$ cat src/asl_map.svh
// register offsets, reset values, frame bytes and reply layout of the station link responder
`ifndef ASL_MAP_SVH
`define ASL_MAP_SVH
`define ASL_OFF_CTRL     8'h00
`define ASL_OFF_CONC     8'h04
`define ASL_OFF_FAIL     8'h08
`define ASL_OFF_STATUS   8'h0C
`define ASL_RST_CTRL     32'h0000_0000
`define ASL_RST_CONC     26'h000_0000
`define ASL_RST_FAIL     8'h00
`define ASL_FAIL_MASK    8'h2B
`define ASL_CTRL_ID_LSB  0
`define ASL_CTRL_UNITS   12
`define ASL_CTRL_OOS     13
`define ASL_STAT_BG_CLR  0
`define ASL_BYTE_STX     8'h02
`define ASL_BYTE_ETX     8'h03
`define ASL_BYTE_SP      8'h20
`define ASL_BYTE_ZERO    8'h30
`define ASL_BYTE_PLUS    8'h2B
`define ASL_BYTE_MINUS   8'h2D
`define ASL_CH_A         8'h41
`define ASL_CH_D         8'h44
`define ASL_CH_K         8'h4B
`define ASL_CH_M         8'h4D
`define ASL_CH_N         8'h4E
`define ASL_CH_S         8'h53
`define ASL_CH_T         8'h54
`define ASL_CHAN_COUNT   8'h31
`define ASL_BCC_INIT     8'h00
`define ASL_TEXT_MAX     7'd120
`define ASL_LEN_DA_NOID  7'd2
`define ASL_LEN_DA_ID    7'd5
`define ASL_LEN_ST       7'd7
`define ASL_NOID_SKIP    6'd4
`define ASL_POS_ID       6'd6
`define ASL_POS_ETX      6'd37
`define ASL_POS_LAST     6'd39
`endif

$ cat src/asl_pkg.sv
// types shared by the station link responder
package asl_pkg;
    typedef enum logic [5:0] {
        ASL_IDLE  = 6'b000001,
        ASL_TEXT  = 6'b000010,
        ASL_CHK_H = 6'b000100,
        ASL_CHK_L = 6'b001000,
        ASL_EXEC  = 6'b010000,
        ASL_REPLY = 6'b100000
    } asl_state_e;
    typedef enum logic [1:0] {
        ASL_MEASURE = 2'b00,
        ASL_ZERO    = 2'b01,
        ASL_SPAN    = 2'b10
    } asl_mode_e;
    // concentration as software loads it: signs and bcd digits
    typedef struct packed {
        logic        exp_neg;
        logic [7:0]  exp_bcd;
        logic        mant_neg;
        logic [15:0] mant_bcd;
    } asl_conc_s;
    typedef struct packed {
        logic       valid;
        logic [7:0] data;
    } asl_byte_s;
endpackage : asl_pkg

$ cat src/asl_responder.sv
// station link responder: frame parser, command decoder, reply generator, apb registers
//
// Our own choices: register access over APB and the register offsets.
`timescale 1ns/100ps
`include "asl_map.svh"
module asl_responder (
    input  wire logic              pclk,
    input  wire logic              presetn,
    input  wire logic              psel,
    input  wire logic              penable,
    input  wire logic              pwrite,
    input  wire logic [7:0]        paddr,
    input  wire logic [31:0]       pwdata,
    output logic      [31:0]       prdata,
    output logic                   pready,
    output logic                   pslverr,
    input  wire asl_pkg::asl_byte_s rx,
    output asl_pkg::asl_byte_s     tx,
    input  wire logic              tx_ready
);
    ////////////////////////////////////////////////////////////////////////////
    asl_pkg::asl_state_e state;
    asl_pkg::asl_mode_e  mode;
    asl_pkg::asl_conc_s  conc;
    asl_pkg::asl_conc_s  snap_conc;
    logic [31:0] ctrl;
    logic [7:0]  fail;
    logic [7:0]  bcc;
    logic [7:0]  tx_bcc;
    logic [6:0]  text_len;
    logic [7:0]  text_buf [0:6];
    logic [7:0]  chk_hi;
    logic [7:0]  drop_count;
    logic        bg_run;
    logic        no_id;
    logic [5:0]  tx_idx;
    logic [7:0]  snap_stat;
    logic [7:0]  snap_fail;
    logic [11:0] snap_id;
    logic        apb_setup;
    logic        apb_wr;
    logic        bg_clr;
    logic        bg_set;
    logic [7:0]  status_byte;
    logic [11:0] station_id;
    logic        id_ok;
    logic        check_ok;
    logic        is_da;
    logic        is_st;
    logic        accept;
    logic [4:0]  nib_hi;
    logic [4:0]  nib_lo;
    logic [5:0]  pos;
    logic [7:0]  next_tx_byte;
    logic        tx_take;

    function automatic logic [7:0] hex_char(input logic [3:0] n);
        hex_char = (n < 4'hA) ? (`ASL_BYTE_ZERO + {4'h0, n}) : (`ASL_CH_A + {4'h0, n} - 8'h0A);
    endfunction : hex_char

    // bit 4 set marks a character that is no upper-case hex digit
    function automatic logic [4:0] hex_val(input logic [7:0] c);
        if (c >= `ASL_BYTE_ZERO && c <= 8'h39) begin
            hex_val = {1'b0, c[3:0]};
        end else if (c >= `ASL_CH_A && c <= 8'h46) begin
            hex_val = {1'b0, c[3:0] + 4'h9};
        end else begin
            hex_val = 5'h10;
        end
    endfunction : hex_val

    function automatic logic [7:0] dig(input logic [3:0] d);
        dig = `ASL_BYTE_ZERO + {4'h0, d};
    endfunction : dig

    function automatic logic [7:0] sign(input logic neg);
        sign = neg ? `ASL_BYTE_MINUS : `ASL_BYTE_PLUS;
    endfunction : sign

    ////////////////////////////////////////////////////////////////////////////
    // apb slave, zero wait states: read data is captured in the setup cycle
    assign apb_setup = psel & ~penable;
    assign apb_wr    = psel & penable & pwrite;
    assign pready    = 1'b1;
    assign station_id = ctrl[`ASL_CTRL_ID_LSB +: 12];

    always_ff @(posedge pclk or negedge presetn) begin
        if (!presetn) begin
            prdata  <= 32'h0000_0000;
            pslverr <= 1'b0;
        end else if (apb_setup) begin
            pslverr <= 1'b0;
            case (paddr)
                `ASL_OFF_CTRL:   prdata <= ctrl;
                `ASL_OFF_CONC:   prdata <= {6'h00, conc};
                `ASL_OFF_FAIL:   prdata <= {24'h000000, fail};
                `ASL_OFF_STATUS: prdata <= {8'h00, drop_count, 6'h00, mode, status_byte};
                default: begin
                    prdata  <= 32'h0000_0000;
                    pslverr <= 1'b1;
                end
            endcase
        end
    end

    always_ff @(posedge pclk or negedge presetn) begin
        if (!presetn) begin
            ctrl <= `ASL_RST_CTRL;
            conc <= `ASL_RST_CONC;
            fail <= `ASL_RST_FAIL;
        end else if (apb_wr) begin
            if (paddr == `ASL_OFF_CTRL) begin
                ctrl <= {18'h0, pwdata[13:0]};
            end
            if (paddr == `ASL_OFF_CONC) begin
                conc <= pwdata[25:0];
            end
            if (paddr == `ASL_OFF_FAIL) begin
                fail <= pwdata[7:0] & `ASL_FAIL_MASK;
            end
        end
    end

    ////////////////////////////////////////////////////////////////////////////
    // status byte assembly
    assign status_byte = {bg_run,
                          ctrl[`ASL_CTRL_UNITS],
                          2'b00,
                          mode == asl_pkg::ASL_SPAN,
                          mode == asl_pkg::ASL_ZERO,
                          ctrl[`ASL_CTRL_OOS],
                          1'b0};

    // background flag: software ends the check by writing one; a new start wins
    assign bg_clr = apb_wr && paddr == `ASL_OFF_STATUS && pwdata[`ASL_STAT_BG_CLR];
    assign bg_set = accept && is_st && text_buf[6] == `ASL_CH_S;

    always_ff @(posedge pclk or negedge presetn) begin
        if (!presetn) begin
            bg_run <= 1'b0;
        end else if (bg_set) begin
            bg_run <= 1'b1;
        end else if (bg_clr) begin
            bg_run <= 1'b0;
        end
    end

    ////////////////////////////////////////////////////////////////////////////
    // frame decode, evaluated in the chk_l cycle as the last check character arrives
    assign nib_hi   = hex_val(chk_hi);
    assign nib_lo   = hex_val(rx.data);
    assign id_ok    = text_buf[2] == dig(station_id[11:8]) &&
                      text_buf[3] == dig(station_id[7:4]) &&
                      text_buf[4] == dig(station_id[3:0]);
    assign check_ok = !nib_hi[4] && !nib_lo[4] && {nib_hi[3:0], nib_lo[3:0]} == bcc;
    assign is_da    = text_buf[0] == `ASL_CH_D && text_buf[1] == `ASL_CH_A &&
                      (text_len == `ASL_LEN_DA_NOID ||
                       (text_len == `ASL_LEN_DA_ID && id_ok));
    assign is_st    = text_buf[0] == `ASL_CH_S && text_buf[1] == `ASL_CH_T &&
                      text_len == `ASL_LEN_ST && id_ok &&
                      text_buf[5] == `ASL_BYTE_SP &&
                      (text_buf[6] == `ASL_CH_M || text_buf[6] == `ASL_CH_N ||
                       text_buf[6] == `ASL_CH_K || text_buf[6] == `ASL_CH_S);
    // last check character arrives in chk_l state; decision made on that byte
    assign accept   = state == asl_pkg::ASL_CHK_L && rx.valid && check_ok &&
                      text_len <= `ASL_TEXT_MAX;

    always_ff @(posedge pclk or negedge presetn) begin
        if (!presetn) begin
            mode <= asl_pkg::ASL_MEASURE;
        end else if (accept && is_st) begin
            case (text_buf[6])
                `ASL_CH_M: mode <= asl_pkg::ASL_MEASURE;
                `ASL_CH_N: mode <= asl_pkg::ASL_ZERO;
                `ASL_CH_K: mode <= asl_pkg::ASL_SPAN;
                default:   mode <= mode;
            endcase
        end
    end

    always_ff @(posedge pclk or negedge presetn) begin
        if (!presetn) begin
            drop_count <= 8'h00;
        end else if (state == asl_pkg::ASL_CHK_L && rx.valid && !(accept && (is_da || is_st))) begin
            drop_count <= drop_count + 8'h01;
        end
    end

    ////////////////////////////////////////////////////////////////////////////
    // receive framing and reply sequencing
    assign tx_take = !tx.valid || tx_ready;
    assign pos     = (no_id && tx_idx >= `ASL_POS_ID) ? tx_idx + `ASL_NOID_SKIP : tx_idx;

    always_ff @(posedge pclk or negedge presetn) begin
        if (!presetn) begin
            state    <= asl_pkg::ASL_IDLE;
            bcc      <= `ASL_BCC_INIT;
            text_len <= 7'd0;
            chk_hi   <= 8'h00;
            no_id    <= 1'b0;
            for (int i = 0; i < 7; i++) begin
                text_buf[i] <= 8'h00;
            end
        end else begin
            case (state)
                asl_pkg::ASL_IDLE: begin
                    if (rx.valid && rx.data == `ASL_BYTE_STX) begin
                        state    <= asl_pkg::ASL_TEXT;
                        bcc      <= `ASL_BCC_INIT ^ `ASL_BYTE_STX;
                        text_len <= 7'd0;
                    end
                end
                asl_pkg::ASL_TEXT: begin
                    if (rx.valid) begin
                        if (rx.data == `ASL_BYTE_STX) begin
                            bcc      <= `ASL_BCC_INIT ^ `ASL_BYTE_STX;
                            text_len <= 7'd0;
                        end else if (rx.data == `ASL_BYTE_ETX) begin
                            bcc   <= bcc ^ rx.data;
                            state <= asl_pkg::ASL_CHK_H;
                        end else begin
                            bcc <= bcc ^ rx.data;
                            if (text_len < 7'd7) begin
                                text_buf[text_len[2:0]] <= rx.data;
                            end
                            // saturate just past the limit so overlong text stays marked
                            if (text_len <= `ASL_TEXT_MAX) begin
                                text_len <= text_len + 7'd1;
                            end
                        end
                    end
                end
                asl_pkg::ASL_CHK_H: begin
                    if (rx.valid) begin
                        chk_hi <= rx.data;
                        state  <= asl_pkg::ASL_CHK_L;
                    end
                end
                asl_pkg::ASL_CHK_L: begin
                    if (rx.valid) begin
                        no_id <= text_len == `ASL_LEN_DA_NOID;
                        state <= (accept && is_da) ? asl_pkg::ASL_EXEC : asl_pkg::ASL_IDLE;
                    end
                end
                asl_pkg::ASL_EXEC: begin
                    state <= asl_pkg::ASL_REPLY;
                end
                asl_pkg::ASL_REPLY: begin
                    // bytes arriving while the reply is sent are ignored
                    if (tx_take && tx_idx > `ASL_POS_LAST - (no_id ? `ASL_NOID_SKIP : 6'd0)) begin
                        state <= asl_pkg::ASL_IDLE;
                    end
                end
                default: state <= asl_pkg::ASL_IDLE;
            endcase
        end
    end

    // field snapshot keeps one reply self-consistent while software updates values
    always_ff @(posedge pclk or negedge presetn) begin
        if (!presetn) begin
            snap_conc <= `ASL_RST_CONC;
            snap_stat <= 8'h00;
            snap_fail <= 8'h00;
            snap_id   <= 12'h000;
        end else if (state == asl_pkg::ASL_EXEC) begin
            snap_conc <= conc;
            snap_stat <= status_byte;
            snap_fail <= fail;
            snap_id   <= station_id;
        end
    end

    ////////////////////////////////////////////////////////////////////////////
    // reply byte at logical position; check characters follow the end marker
    always_comb begin
        case (pos)
            6'd0:  next_tx_byte = `ASL_BYTE_STX;
            6'd1:  next_tx_byte = `ASL_CH_M;
            6'd2:  next_tx_byte = `ASL_CH_D;
            6'd3:  next_tx_byte = `ASL_BYTE_ZERO;
            6'd4:  next_tx_byte = `ASL_CHAN_COUNT;
            6'd6:  next_tx_byte = dig(snap_id[11:8]);
            6'd7:  next_tx_byte = dig(snap_id[7:4]);
            6'd8:  next_tx_byte = dig(snap_id[3:0]);
            6'd10: next_tx_byte = sign(snap_conc.mant_neg);
            6'd11: next_tx_byte = dig(snap_conc.mant_bcd[15:12]);
            6'd12: next_tx_byte = dig(snap_conc.mant_bcd[11:8]);
            6'd13: next_tx_byte = dig(snap_conc.mant_bcd[7:4]);
            6'd14: next_tx_byte = dig(snap_conc.mant_bcd[3:0]);
            6'd15: next_tx_byte = sign(snap_conc.exp_neg);
            6'd16: next_tx_byte = dig(snap_conc.exp_bcd[7:4]);
            6'd17: next_tx_byte = dig(snap_conc.exp_bcd[3:0]);
            6'd19: next_tx_byte = hex_char(snap_stat[7:4]);
            6'd20: next_tx_byte = hex_char(snap_stat[3:0]);
            6'd22: next_tx_byte = hex_char(snap_fail[7:4]);
            6'd23: next_tx_byte = hex_char(snap_fail[3:0]);
            6'd5, 6'd9, 6'd18, 6'd21, 6'd27, 6'd36: next_tx_byte = `ASL_BYTE_SP;
            6'd37: next_tx_byte = `ASL_BYTE_ETX;
            6'd38: next_tx_byte = hex_char(tx_bcc[7:4]);
            6'd39: next_tx_byte = hex_char(tx_bcc[3:0]);
            default: next_tx_byte = `ASL_BYTE_ZERO;
        endcase
    end

    always_ff @(posedge pclk or negedge presetn) begin
        if (!presetn) begin
            tx     <= '0;
            tx_idx <= 6'd0;
            tx_bcc <= `ASL_BCC_INIT;
        end else if (state == asl_pkg::ASL_EXEC) begin
            tx_idx <= 6'd0;
            tx_bcc <= `ASL_BCC_INIT;
        end else if (state == asl_pkg::ASL_REPLY && tx_take) begin
            if (pos <= `ASL_POS_LAST) begin
                tx.valid <= 1'b1;
                tx.data  <= next_tx_byte;
                tx_idx   <= tx_idx + 6'd1;
                if (pos <= `ASL_POS_ETX) begin
                    tx_bcc <= tx_bcc ^ next_tx_byte;
                end
            end else begin
                tx.valid <= 1'b0;
            end
        end else if (tx_ready) begin
            tx.valid <= 1'b0;
        end
    end
endmodule : asl_responder

$ cat config.mk
export PLATFORM = sky130hd
export DESIGN_NAME = asl_responder
export DESIGN_NICKNAME = d
export VERILOG_FILES = /design/src/asl_pkg.sv /design/src/asl_responder.sv
export VERILOG_INCLUDE_DIRS = /design/src
export SDC_FILE = /design/constraint.sdc
export NUM_CORES = 1
export LEC_CHECK = 0
export ABC_AREA = 1
export BUFFER_PORTS_ARGS = -buffer_cell sky130_fd_sc_hd__clkbuf_2
export CAP_MARGIN = 20
export CELL_PAD_IN_SITES_DETAIL_PLACEMENT = 1
export CELL_PAD_IN_SITES_GLOBAL_PLACEMENT = 1
export CORE_AREA = 2 2 169 171
export CTS_CLUSTER_DIAMETER = 40
export DETAILED_ROUTE_END_ITERATION = 8
export DIE_AREA = 0 0 171 173
export GPL_ROUTABILITY_DRIVEN = 0
export PLACE_DENSITY_LB_ADDON = 0.1
export SLEW_MARGIN = 20
export SYNTH_ARGS = -nofsm -noshare
export SYNTH_HDL_FRONTEND = slang
export SYNTH_SLANG_ARGS = --single-unit
$ cat constraint.sdc
create_clock -name pclk -period 3.2 [get_ports pclk]
set_input_delay 0.96 -clock pclk [delete_from_list [all_inputs] [get_ports pclk]]
set_output_delay 0.96 -clock pclk [all_outputs]
set_load 0.03 [all_outputs]
==> implementation parameters, run 1 <==
Parameter                              Value

CTS
  Clock tree from TritonCTS ... done
  Post-CTS Repair Setup Buffers ... 0
  Post-CTS Hold Buffers ... 0
  CTS root buf ... sky130_fd_sc_hd__clkbuf_16
  Clock tree sinks ... approximately 240
  CTS Buffer Depth ... 3
  Skew-Pair Late Insertion Delay ... 0.52 ns
  Worst-path clk slew ... 0.05 ns
  Max H-tree Level ... 2
  Number of buffers created by CTS ... 38
  Cts repair resizes ... 0

Pwr
  Total power divided by cell area ... approximately 620 nW/µm²
  Static leakage ... between 7 and 8 nW
  P_int ... about 6.3 mW
  Portion of total power attributed to the clock network ... 0.430
  Switching share of power ... 0.309
  Combinational Power Share ... 0.170
  Sw Pwr ... about 2.8 mW
  Sequential power share ... 0.401
  Maximum resistive drop on vdd ... approximately 0.42 mV

Finish
  Number of nets in the final layout ... roughly 1800
  Share of cells above drive strength 1 ... 0.150
  Antenna diode instance count ... 0
  Synth-to-Final Area Change ... 17.9%

STA
  Final number of hold-violating endpoints ... 0
  Slew @ Worst Pin ... around 0.61 ns
  Final setup viols ... 0
  Sum Neg Setup Slack ... 0 ns
  Unrepaired setup endpoints after global routing ... no
  Headroom to the max-slew limit ... 0.592
  Time the final worst path needs with I/O delays and setup ... around 2.9 ns
  Final Max Slew Viols ... 0
  Share of the clock period used by the worst path after layout ... 0.892
  Peak clock frequency supported by timing ... 0.350 GHz
  Hold Worst Slack ... between 0.3 and 0.4 ns
  Worst clock skew on the final layout ... between 0.02 and 0.025 ns

Yosys
  Register area share after synthesis ... 0.477
  Simple-gate share of the synthesized area ... 0.290
  Primary flip-flop cell chosen by synthesis mapping ... sky130_fd_sc_hd__dfrtp_1
  Async set or reset register ratio after synthesis ... 1.00
  Ranking of synthesized cells by instance count ... sky130_fd_sc_hd__nand2_1, sky130_fd_sc_hd__dfrtp_1, sky130_fd_sc_hd__o21ai_0
  EDFF count, synth ... 0
  Synth area leader ... sky130_fd_sc_hd__dfrtp_1
  Yosys cell types ... between 40 and 50
  Mapped cell area ... about 12000 µm²
  Total of flip-flops plus latches after synthesis ... between 200 and 250
  Post-synthesis mux area share ... 0
  Mean cell area of the mapped netlist ... a little under 8 µm²
  Top-count cell post-synth ... sky130_fd_sc_hd__nand2_1
  Compound-cell area share of the yosys netlist ... 0.122
  Portion of synthesized cell area occupied by the leading cell type ... 0.475
  Main combinational cell family by area after synthesis ... simple AND/OR/NAND/NOR gates
  Main area contributors after synthesis ... sky130_fd_sc_hd__dfrtp_1, sky130_fd_sc_hd__nand2_1, sky130_fd_sc_hd__o21ai_0, sky130_fd_sc_hd__inv_1, sky130_fd_sc_hd__nor2_1
  Synth Warn # ... 0
  Synthesized-area fraction occupied by adder cells ... 0.0243
  Cells after synthesis ... 1571
  Share of the synthesized netlist area taken by xor and xnor gates ... 0.0106

Critical path
  Timing endpoint of the critical path ... tx_bcc[5]
  Setup slack of the most critical reg-to-reg path ... 0.35 ns
  CP Depth ... 16
  RR Startpoint ... tx_idx[3]
  Critical Path RT ... approximately 3.6 ns
  Cell occurring most often along the worst timing path ... sky130_fd_sc_hd__nand2_8
  Maximum fanout along the worst path ... 15
  Worst path slowest cell ... sky130_fd_sc_hd__dfrtp_1
  Arrival time at the worst endpoint ... 3.25 ns
  Critical Path Start Type ... flip-flop
  Family with the most delay on the worst path ... simple AND/OR/NAND/NOR gates
  Peak per-stage delay on the critical path ... approximately 0.5 ns
  Cell chain of the critical path ... inv_1 -> ha_1 -> o21ai_2 -> nand2_8 -> nand2_8 -> nand2_4 -> nand2_8 -> inv_4 -> nor2_4 -> nand2_1 -> o21ai_1 -> nor2_1 -> nand3_1 -> nand3_1 -> a21oi_1 -> nor2_1
  Logic depth of the worst register-to-register path ... 16
  Critical path class ... reg -> reg
  Destination of the worst register-to-register timing path ... tx_bcc[5]
  Worst setup EP type ... flip-flop
  Buffers and inverters on the worst path ... 2
  Source of the critical timing path ... tx_idx[3]

Floorplan
  Die width ... around 170 µm
  Number of standard-cell rows in the floorplan ... 61
  Core region area ... between 20000 and 30000 µm²
  Area enclosed by the die boundary ... about 30000 µm²
  Die span in y ... about 170 µm
  Number of top-level pins ... 98
  Effective utilization at floorplan ... 0.448

Route
  Routed WL ... ~38 mm
  Wirelength per Cell ... 18.2 µm
  Number of DRC violations after detailed routing ... 0
  Drt first-iter violations ... between 500 and 600
  Mean number of vias per cell ... between 5 and 6
  Number of nets still failing antenna checks after routing ... 0
  Total vias in the final route ... 11091
  Number of optimization iterations in the first detailed-route pass ... 5

Global route
  Global-route wire length before repair ... approximately 62 mm
  Vias in the first global route ... approximately 12000
  Global routing usage summed across all routing layers ... 0.264
  Initial antenna violation count ... 0
  Largest net degree at the start of global routing ... 70
  Remaining global-route overflow ... 0

Place
  Half-perimeter wire length after placement ... approximately 28 mm
  Port bufs ... 83

Min path
  Worst hold path type ... in -> async

Flow run
  Max-cap check violation count ... 0

Outcome
  Run status ... complete, no violations
## area by class of cell
type	count	area, µm²
well taps	378	473
inverters	175	664
fillers	3419	13000
flip-flops and latches	236	5910
clock inverters	17	150
clock buffers	49	1050
repair buffers	122	781
multi-input cells	1109	5570
## cell usage in the layout (no fill, tap or decap), types with 34 or more instances in the layout
cell,count
sky130_fd_sc_hd__nand3_1,81
sky130_fd_sc_hd__clkbuf_16,39
sky130_fd_sc_hd__inv_1,161
sky130_fd_sc_hd__nand4_1,47
sky130_fd_sc_hd__a21oi_1,37
sky130_fd_sc_hd__nor2_1,115
sky130_fd_sc_hd__o21ai_0,173
sky130_fd_sc_hd__buf_4,34
sky130_fd_sc_hd__clkbuf_2,82
sky130_fd_sc_hd__dfrtp_1,235
sky130_fd_sc_hd__nand2_1,440
## per-stage QoR
stage	instance area, µm²	setup slack, ns	std cells	power (mW)	util
after floorplan	12400	0.304	1577	4.68	-
after global placement	13400	0.100	2020	5.11	0.485
after detailed placement	13400	0.00352	2020	5.20	0.485
after CTS	14600	0.359	2086	9.14	0.528
after global routing	14600	0.0612	2086	9.54	0.528
final	14600	0.345	2086	9.06	0.528
## registers in the layout (all words and copies together), names as in the netlist, 2 cells and up
signal / cells
drop_count: 8
ctrl: 14
conc: 26
bcc: 8
tx_idx: 6
prdata: 26
text_buf: 56
chk_hi: 8
tx: 8
snap_id: 12
fail: 4
snap_fail: 4
snap_conc: 26
snap_stat: 5
tx_bcc: 7
mode: 2
text_len: 7
state: 6
## layer usage
metal | up-vias | global-route usage | share of wire | routed length [µm]
met5 | - | 0 | 0 | 0
met4 | 0 | 0.0756 | 0.027 | 1040
met3 | 74 | 0.0325 | 0.031 | 1160
met2 | 164 | 0.467 | 0.51 | 19200
met1 | 5489 | 0.339 | 0.44 | 16600
li1 | 5364 | - | - | -
## worst min-delay path by stage
stage | start | end | slack, ns | cells after the start
after CTS | presetn | no_id | 0.31 | 1
final | presetn | no_id | 0.32 | 1
after floorplan | bcc[3] | bcc[3] | 0.43 | 1
after global routing | presetn | no_id | 0.32 | 1
after detailed placement | bcc[6] | bcc[6] | 0.45 | 1
after global placement | bcc[6] | bcc[6] | 0.45 | 1
## power by group through the flow
stage          Combinational (mW)  Sequential (mW)  Clock [mW]
3_5_place_dp                 1.53             3.67           0
5_1_grt                      1.76             3.68        4.10
4_1_cts                      1.55             3.63        3.97
3_3_place_gp                 1.46             3.65           0
6_report                     1.54             3.63        3.90
2_1_floorplan                1.11             3.57           0
## cell families (layout without fill, tap and decap cells)
kind of cell,after synthesis,in the layout
and+or+nand+nor,782,782
AOI/OAI and AO/OA,280,280
DFF,236,236
buffers and inverters,232,363
adders and majority gates,24,24
xor gates and xnor gates,15,15
other,2,8
No activity file was read; power rests on OpenSTA's default activity.
==> run 2, diff against run 1 <==
--- a/config.mk
+++ b/config.mk
@@ -6,15 +6,14 @@
 export SDC_FILE = /design/constraint.sdc
 export NUM_CORES = 1
 export LEC_CHECK = 0
-export ABC_AREA = 1
 export BUFFER_PORTS_ARGS = -buffer_cell sky130_fd_sc_hd__clkbuf_2
 export CAP_MARGIN = 20
 export CELL_PAD_IN_SITES_DETAIL_PLACEMENT = 1
 export CELL_PAD_IN_SITES_GLOBAL_PLACEMENT = 1
-export CORE_AREA = 2 2 169 171
+export CORE_AREA = 2 2 165 167
 export CTS_CLUSTER_DIAMETER = 40
 export DETAILED_ROUTE_END_ITERATION = 8
-export DIE_AREA = 0 0 171 173
+export DIE_AREA = 0 0 167 169
 export GPL_ROUTABILITY_DRIVEN = 0
 export PLACE_DENSITY_LB_ADDON = 0.1
 export SLEW_MARGIN = 20
==> run 2 against run 1 <==
Against the previous run: global-route usage up 0.60 points; combinational power is 85% higher; fmax decreased by 5.1%; wire length decreased by 0.94%; critical path depth shrank 5; count of clock-buffer cells in the layout is 4 lower; cell count down 15%; register-to-register slack lost 0.15 ns; sequential cell count stayed put; largest cell class is now multi-input gates; clock skew grew 0.011 ns; clock power up 16%; power is 22% higher.
==> implementation parameters, run 2 <==
Parameter                              Value

Route
  Drt first-iter violations ... roughly 710
  Wirelength per Cell ... 21.3 µm
  Number of optimization iterations in the first detailed-route pass ... 5
  Number of nets still failing antenna checks after routing ... 0
  Mean number of vias per cell ... 5.77
  Routed WL ... between 30 and 40 mm
  Total vias in the final route ... between 10000 and 15000
  Number of DRC violations after detailed routing ... 0

Critical path
  Critical Path Start Type ... primary input
  Maximum fanout along the worst path ... 4
  Arrival time at the worst endpoint ... around 3.4 ns
  Critical Path RT ... 3.60 ns
  Critical path class ... in -> reg
  Worst setup EP type ... flip-flop

Floorplan
  Area enclosed by the die boundary ... around 28000 µm²
  Core region area ... 26500 µm²
  Effective utilization at floorplan ... 0.470
  Number of top-level pins ... slightly below 100
  Die width ... between 150 and 200 µm
  Number of standard-cell rows in the floorplan ... 60
  Die span in y ... 169 µm

Yosys
  Register area share after synthesis ... 0.475
  Portion of synthesized cell area occupied by the leading cell type ... 0.472
  Primary flip-flop cell chosen by synthesis mapping ... sky130_fd_sc_hd__dfrtp_1
  Main area contributors after synthesis ... sky130_fd_sc_hd__dfrtp_1, sky130_fd_sc_hd__mux2_2, sky130_fd_sc_hd__nand2_1, sky130_fd_sc_hd__ha_1, sky130_fd_sc_hd__nor2_1
  Top-count cell post-synth ... sky130_fd_sc_hd__dfrtp_1
  Mean cell area of the mapped netlist ... roughly 10 µm²
  Ranking of synthesized cells by instance count ... sky130_fd_sc_hd__dfrtp_1, sky130_fd_sc_hd__nand2_1, sky130_fd_sc_hd__mux2_2
  Synth Warn # ... 0
  Async set or reset register ratio after synthesis ... 1.00
  Yosys cell types ... 90
  Synth area leader ... sky130_fd_sc_hd__dfrtp_1
  Cells after synthesis ... between 1000 and 1500
  EDFF count, synth ... 0
  Mapped cell area ... 12400 µm²
  Total of flip-flops plus latches after synthesis ... roughly 240

Place
  Port bufs ... 83
  Half-perimeter wire length after placement ... around 27 mm
  Placed Area ... 13800 µm²

Global route
  Global-route met1 utilization ... 0.343
  Global-route wire length before repair ... roughly 61 mm
  Global Route met2 Usage ... 0.483
  Initial antenna violation count ... 0
  Largest net degree at the start of global routing ... 76
  Global routing usage summed across all routing layers ... 0.270
  Global-route layer with the greatest usage ... met2
  Remaining global-route overflow ... 0
  GRT met3 Usage ... 0.0440
  Vias in the first global route ... approximately 11000

CTS
  Post-CTS Repair Setup Buffers ... 0
  Number of buffers created by CTS ... 39
  Worst-path clk slew ... approximately 0.05 ns
  Skew-Pair Late Insertion Delay ... around 0.53 ns
  CTS Buffer Depth ... 3
  Clock tree sinks ... around 240
  Clock tree from TritonCTS ... done
  CTS root buf ... sky130_fd_sc_hd__clkbuf_16
  Max H-tree Level ... 2

Finish
  Commonest cells after routing, fill and taps aside ... sky130_fd_sc_hd__dfrtp_1, sky130_fd_sc_hd__nand2_1, sky130_fd_sc_hd__mux2_2
  Synth-to-Final Area Change ... 22.9%
  Reg with most FFs ... text_buf
  Finished Core Util ... 0.577
  Share of cells above drive strength 1 ... 0.280
  Most frequent standard cell in the layout excluding fill and tap cells ... sky130_fd_sc_hd__dfrtp_1
  Number of nets in the final layout ... 1476
  Number of inserted filler cells in the final layout ... 2896
  Antenna diode instance count ... 0
  Max FFs per register ... 56
  Layout Cell Area excl Fill ... 15300 µm²

Pwr
  Combinational Power Share ... 0.257
  Switching share of power ... 0.325
  Portion of total power attributed to the clock network ... 0.409
  Total power divided by cell area ... approximately 720 nW/µm²
  P_int ... 7.48 mW
  Maximum resistive drop on vdd ... 0.622 mV
  Sw Pwr ... ~3.6 mW
  Static leakage ... 7.37 nW
  Sequential power share ... 0.334

STA
  Final setup viols ... 0
  Share of the clock period used by the worst path after layout ... 0.940
  Worst clock skew on the final layout ... approximately 0.035 ns
  Peak clock frequency supported by timing ... around 0.33 GHz
  Headroom to the max-slew limit ... 0.500
  Final number of hold-violating endpoints ... 0
  Time the final worst path needs with I/O delays and setup ... around 3 ns
  Unrepaired setup endpoints after global routing ... no
  Slew @ Worst Pin ... approximately 0.75 ns
  Final Max Slew Viols ... 0

Outcome
  Run status ... complete, no violations

Min path
  Worst hold path type ... in -> async

Flow run
  Max-cap check violation count ... 0
==> run 2: kinds of logic (layout without fill, tap and decap cells) <==
group                    after synthesis  count (layout)  synth area share
AO/OA/AOI/OAI                        211             211             0.118
XOR/XNOR                              46              46            0.0330
adder cells (fa/ha/maj)               24              24            0.0241
buffers and inverters                105             286            0.0371
flip-flops                           236             236             0.475
multiplexers                         137             137             0.123
other                                  2               8          0.000603
AND/OR/NAND/NOR                      479             479             0.189
==> run 2: final cells by class <==
cell class	instances	area [µm²]	share of cell area
multi-input cells	905	6170	0.403
well taps	341	427	0.0279
repair buffers	182	1230	0.0805
flip-flops and latches	236	5910	0.386
clock inverters	26	370	0.0242
inverters	33	136	0.00892
clock buffers	45	1060	0.0693
==> run 2: path summary, 6_finish.rpt <==
| kind | from | endpoint | slack [ns] | cells past startpoint |
|---|---|---|---|---|
| worst max-delay path | rx[0] | mode[1] | 0.19 | 11 |
| worst min-delay path | presetn | ctrl[11] | 0.41 | 1 |
| worst max register to register | tx_idx[2] | tx_bcc[0] | 0.20 | 11 |
| worst min register to register | prdata[25] | prdata[25] | 0.47 | 2 |
| max in group asynchronous | presetn | state[0] | 2.00 | 2 |
| min in group pclk | prdata[25] | prdata[25] | 0.47 | 2 |
==> run 2: timing repair <==
item | CTS | global route
endpoints found under the setup margin | 0 | 7
hold buffers | 0 | 0
resized for setup | 0 | 4
==> run 2: layer usage <==
| metal | share of wire | wire length (µm) |
|---|---|---|
| met1 | 0.43 | 16100 |
| met2 | 0.52 | 19400 |
| met3 | 0.036 | 1370 |
| met4 | 0.021 | 775 |
| met5 | 0 | 0 |
==> run 2: through the flow <==
step / std cells / setup TNS, ns / power (mW) / hold WS (ns) / setup slack, ns
4_1_cts: 1768 / 0 / 11.1 / 0.439 / 0.179
6_report: 1768 / 0 / 11.1 / 0.411 / 0.193
2_1_floorplan: 1246 / -0.0579 / 5.48 / 0.437 / -0.0579
5_1_grt: 1768 / 0 / 11.6 / 0.450 / 0.00636
3_5_place_dp: 1697 / -4.31 / 6.53 / 0.460 / -0.341
3_3_place_gp: 1697 / -2.87 / 6.43 / 0.452 / -0.275
==> run 2: power groups by stage <==
stage	sequential [mW]	clock [mW]	combinational, mW
after floorplan	3.74	0	1.74
after global placement	3.72	0	2.71
after detailed placement	3.74	0	2.79
after CTS	3.69	4.60	2.83
after global routing	3.75	4.75	3.13
final	3.70	4.54	2.85
==> run 2: worst max-delay path: stages <==
cell and delay, ns:
sky130_fd_sc_hd__clkbuf_2 0.17, sky130_fd_sc_hd__inv_8 0.04, sky130_fd_sc_hd__ha_4 0.15, sky130_fd_sc_hd__or3b_1 0.15, sky130_fd_sc_hd__and4_1 0.28, sky130_fd_sc_hd__a21oi_1 0.12
sky130_fd_sc_hd__or3b_1 0.38, sky130_fd_sc_hd__a221oi_2 0.30, sky130_fd_sc_hd__nand4_1 0.25, sky130_fd_sc_hd__nor3_2 0.21, sky130_fd_sc_hd__mux2_2 0.37
==> run 3, diff against run 2 <==
--- a/config.mk
+++ b/config.mk
@@ -16,6 +16,7 @@
 export DIE_AREA = 0 0 167 169
 export GPL_ROUTABILITY_DRIVEN = 0
 export PLACE_DENSITY_LB_ADDON = 0.1
+export RECOVER_POWER = 25
 export SLEW_MARGIN = 20
 export SYNTH_ARGS = -nofsm -noshare
 export SYNTH_HDL_FRONTEND = slang
==> run 3 against run 2 <==
Against the previous run: largest cell class unchanged; the flow now finishes with violations (capacitance limit, slew limit); first-iteration DRC count unchanged; non-clock buffer count unchanged; count of clock-buffer cells in the layout unchanged; sequential power about the same; via count about the same; power about the same.
==> implementation parameters, run 3 (synthesis results as in run 2) <==
Parameter                              Value

Outcome
  Run status ... finished, violations left
  Violations in the final reports ... capacitance limit, slew limit

Route
  Number of optimization iterations in the first detailed-route pass ... 5
  Mean number of vias per cell ... slightly below 6
  Number of nets still failing antenna checks after routing ... 0
  Drt first-iter violations ... 709
  Total vias in the final route ... 10200
  Routed WL ... between 30 and 40 mm
  Wirelength per Cell ... about 21 µm
  Number of DRC violations after detailed routing ... 0

CTS
  CTS Buffer Depth ... 3
  Post-CTS Repair Setup Buffers ... 0
  CTS root buf ... sky130_fd_sc_hd__clkbuf_16
  Number of buffers created by CTS ... 39
  Worst-path clk slew ... roughly 0.060 ns
  Clock tree sinks ... about 240
  Post-CTS Hold Buffers ... 0
  Cts repair resizes ... 0
  Skew-Pair Late Insertion Delay ... ~0.53 ns
  Clock tree from TritonCTS ... done
  Max H-tree Level ... 2

STA
  Final number of hold-violating endpoints ... 0
  Worst clock skew on the final layout ... around 0.036 ns
  Share of the clock period used by the worst path after layout ... 0.940
  Final Max Slew Viols ... 74
  Hold Worst Slack ... between 0.4 and 0.5 ns
  Unrepaired setup endpoints after global routing ... no
  Headroom to the max-slew limit ... -0.368
  Final setup viols ... 0
  Sum Neg Setup Slack ... 0 ns
  Slew @ Worst Pin ... between 2 and 2.5 ns
  Time the final worst path needs with I/O delays and setup ... around 3 ns
  Peak clock frequency supported by timing ... 0.333 GHz
  Setup ws final ... between 0.15 and 0.2 ns

Place
  Port bufs ... 83
  Half-perimeter wire length after placement ... 27.0 mm
  Worst-case setup slack after placement ... -0.341 ns
  Number of instances in the placed design ... 1697
  Placed Area ... 13800 µm²

Floorplan
  Effective utilization at floorplan ... 0.470
  Number of top-level pins ... a little under 100
  Die span in y ... 169 µm
  Die width ... ~170 µm
  Area enclosed by the die boundary ... 28200 µm²
  Core region area ... 26500 µm²
  Number of standard-cell rows in the floorplan ... 60

Global route
  Vias in the first global route ... ~11000
  Global-route wire length before repair ... ~61 mm
  Global routing usage summed across all routing layers ... 0.270
  Global-route layer with the greatest usage ... met2
  GRT met3 Usage ... 0.0440
  Global Route met2 Usage ... 0.483
  Remaining global-route overflow ... 0
  Initial antenna violation count ... 0
  Global-route met1 utilization ... 0.343
  Largest net degree at the start of global routing ... between 70 and 80

Min path
  Worst hold path type ... reg -> reg
  Startpoint of the tightest hold check path ... prdata[25]

Critical path
  Worst setup EP type ... flip-flop
  Critical Path RT ... approximately 3.6 ns
  Critical path class ... in -> reg
  Arrival time at the worst endpoint ... about 3.4 ns
  Critical Path Start Type ... primary input
  Maximum fanout along the worst path ... 4
  Source of the critical timing path ... rx[0]
  RR Startpoint ... tx_idx[2]

Finish
  Number of nets in the final layout ... approximately 1500
  Final standard cell count with taps included and fillers excluded ... roughly 1800
  Antenna diode instance count ... 0
  Commonest cells after routing, fill and taps aside ... sky130_fd_sc_hd__dfrtp_1, sky130_fd_sc_hd__nand2_1, sky130_fd_sc_hd__mux2_2
  Finished Core Util ... 0.577
  Synth-to-Final Area Change ... 22.7%
  Reg with most FFs ... text_buf
  Layout Cell Area excl Fill ... 15300 µm²
  Share of cells above drive strength 1 ... 0.279
  Most frequent standard cell in the layout excluding fill and tap cells ... sky130_fd_sc_hd__dfrtp_1
  Max FFs per register ... between 50 and 60

Pwr
  Total power divided by cell area ... just over 700 nW/µm²
  Post-layout power ... around 11 mW
  Maximum resistive drop on vdd ... 0.622 mV
  Static leakage ... around 7.4 nW

Flow run
  Max-cap check violation count ... 1
run 3: changes by cell type in the layout (fill, tap and decap cells not counted), sizes merged:
cell	delta
buf	-3
clkbuf	+3
run 3: routing by layer:
metal,part of all wire,vias up,routed length [µm]
li1,-,4745,-
met1,0.43,5219,16100
met2,0.52,174,19400
met3,0.036,62,1370
met4,0.021,0,775
met5,0,-,0
run 3: critical path, stage by stage:
cell,delay [ns]
sky130_fd_sc_hd__clkbuf_2,0.17
sky130_fd_sc_hd__inv_8,0.04
sky130_fd_sc_hd__ha_4,0.15
sky130_fd_sc_hd__or3b_1,0.15
sky130_fd_sc_hd__and4_1,0.28
sky130_fd_sc_hd__a21oi_1,0.12
sky130_fd_sc_hd__or3b_1,0.38
sky130_fd_sc_hd__a221oi_2,0.30
sky130_fd_sc_hd__nand4_1,0.25
sky130_fd_sc_hd__nor3_2,0.21
sky130_fd_sc_hd__mux2_2,0.37
run 3: final cells by class:
class / count / area (µm²)
clock inverters: 26 / 370
fillers: 2897 / 11200
clock buffers: 45 / 1060
flip-flops and latches: 236 / 5910
repair buffers: 182 / 1210
inverters: 33 / 136
well taps: 341 / 427
multi-input cells: 905 / 6170
run 3: final timing paths:
| kind | endpoint | slack, ns | cells past startpoint |
|---|---|---|---|
| max | mode[1] | 0.19 | 11 |
| min | prdata[25] | 0.47 | 2 |
| max reg2reg | tx_bcc[0] | 0.20 | 11 |
| min reg2reg | prdata[25] | 0.47 | 2 |
| max in group asynchronous | drop_count[2] | 0.68 | 2 |
| min in group asynchronous | ctrl[11] | 1.01 | 1 |
run 3: power by group:
part | total (mW) | switching (mW) | internal [mW]
Clock | 4.53 | 1.56 | 2.97
Combinational | 2.84 | 1.70 | 1.15
Sequential | 3.70 | 0.347 | 3.35
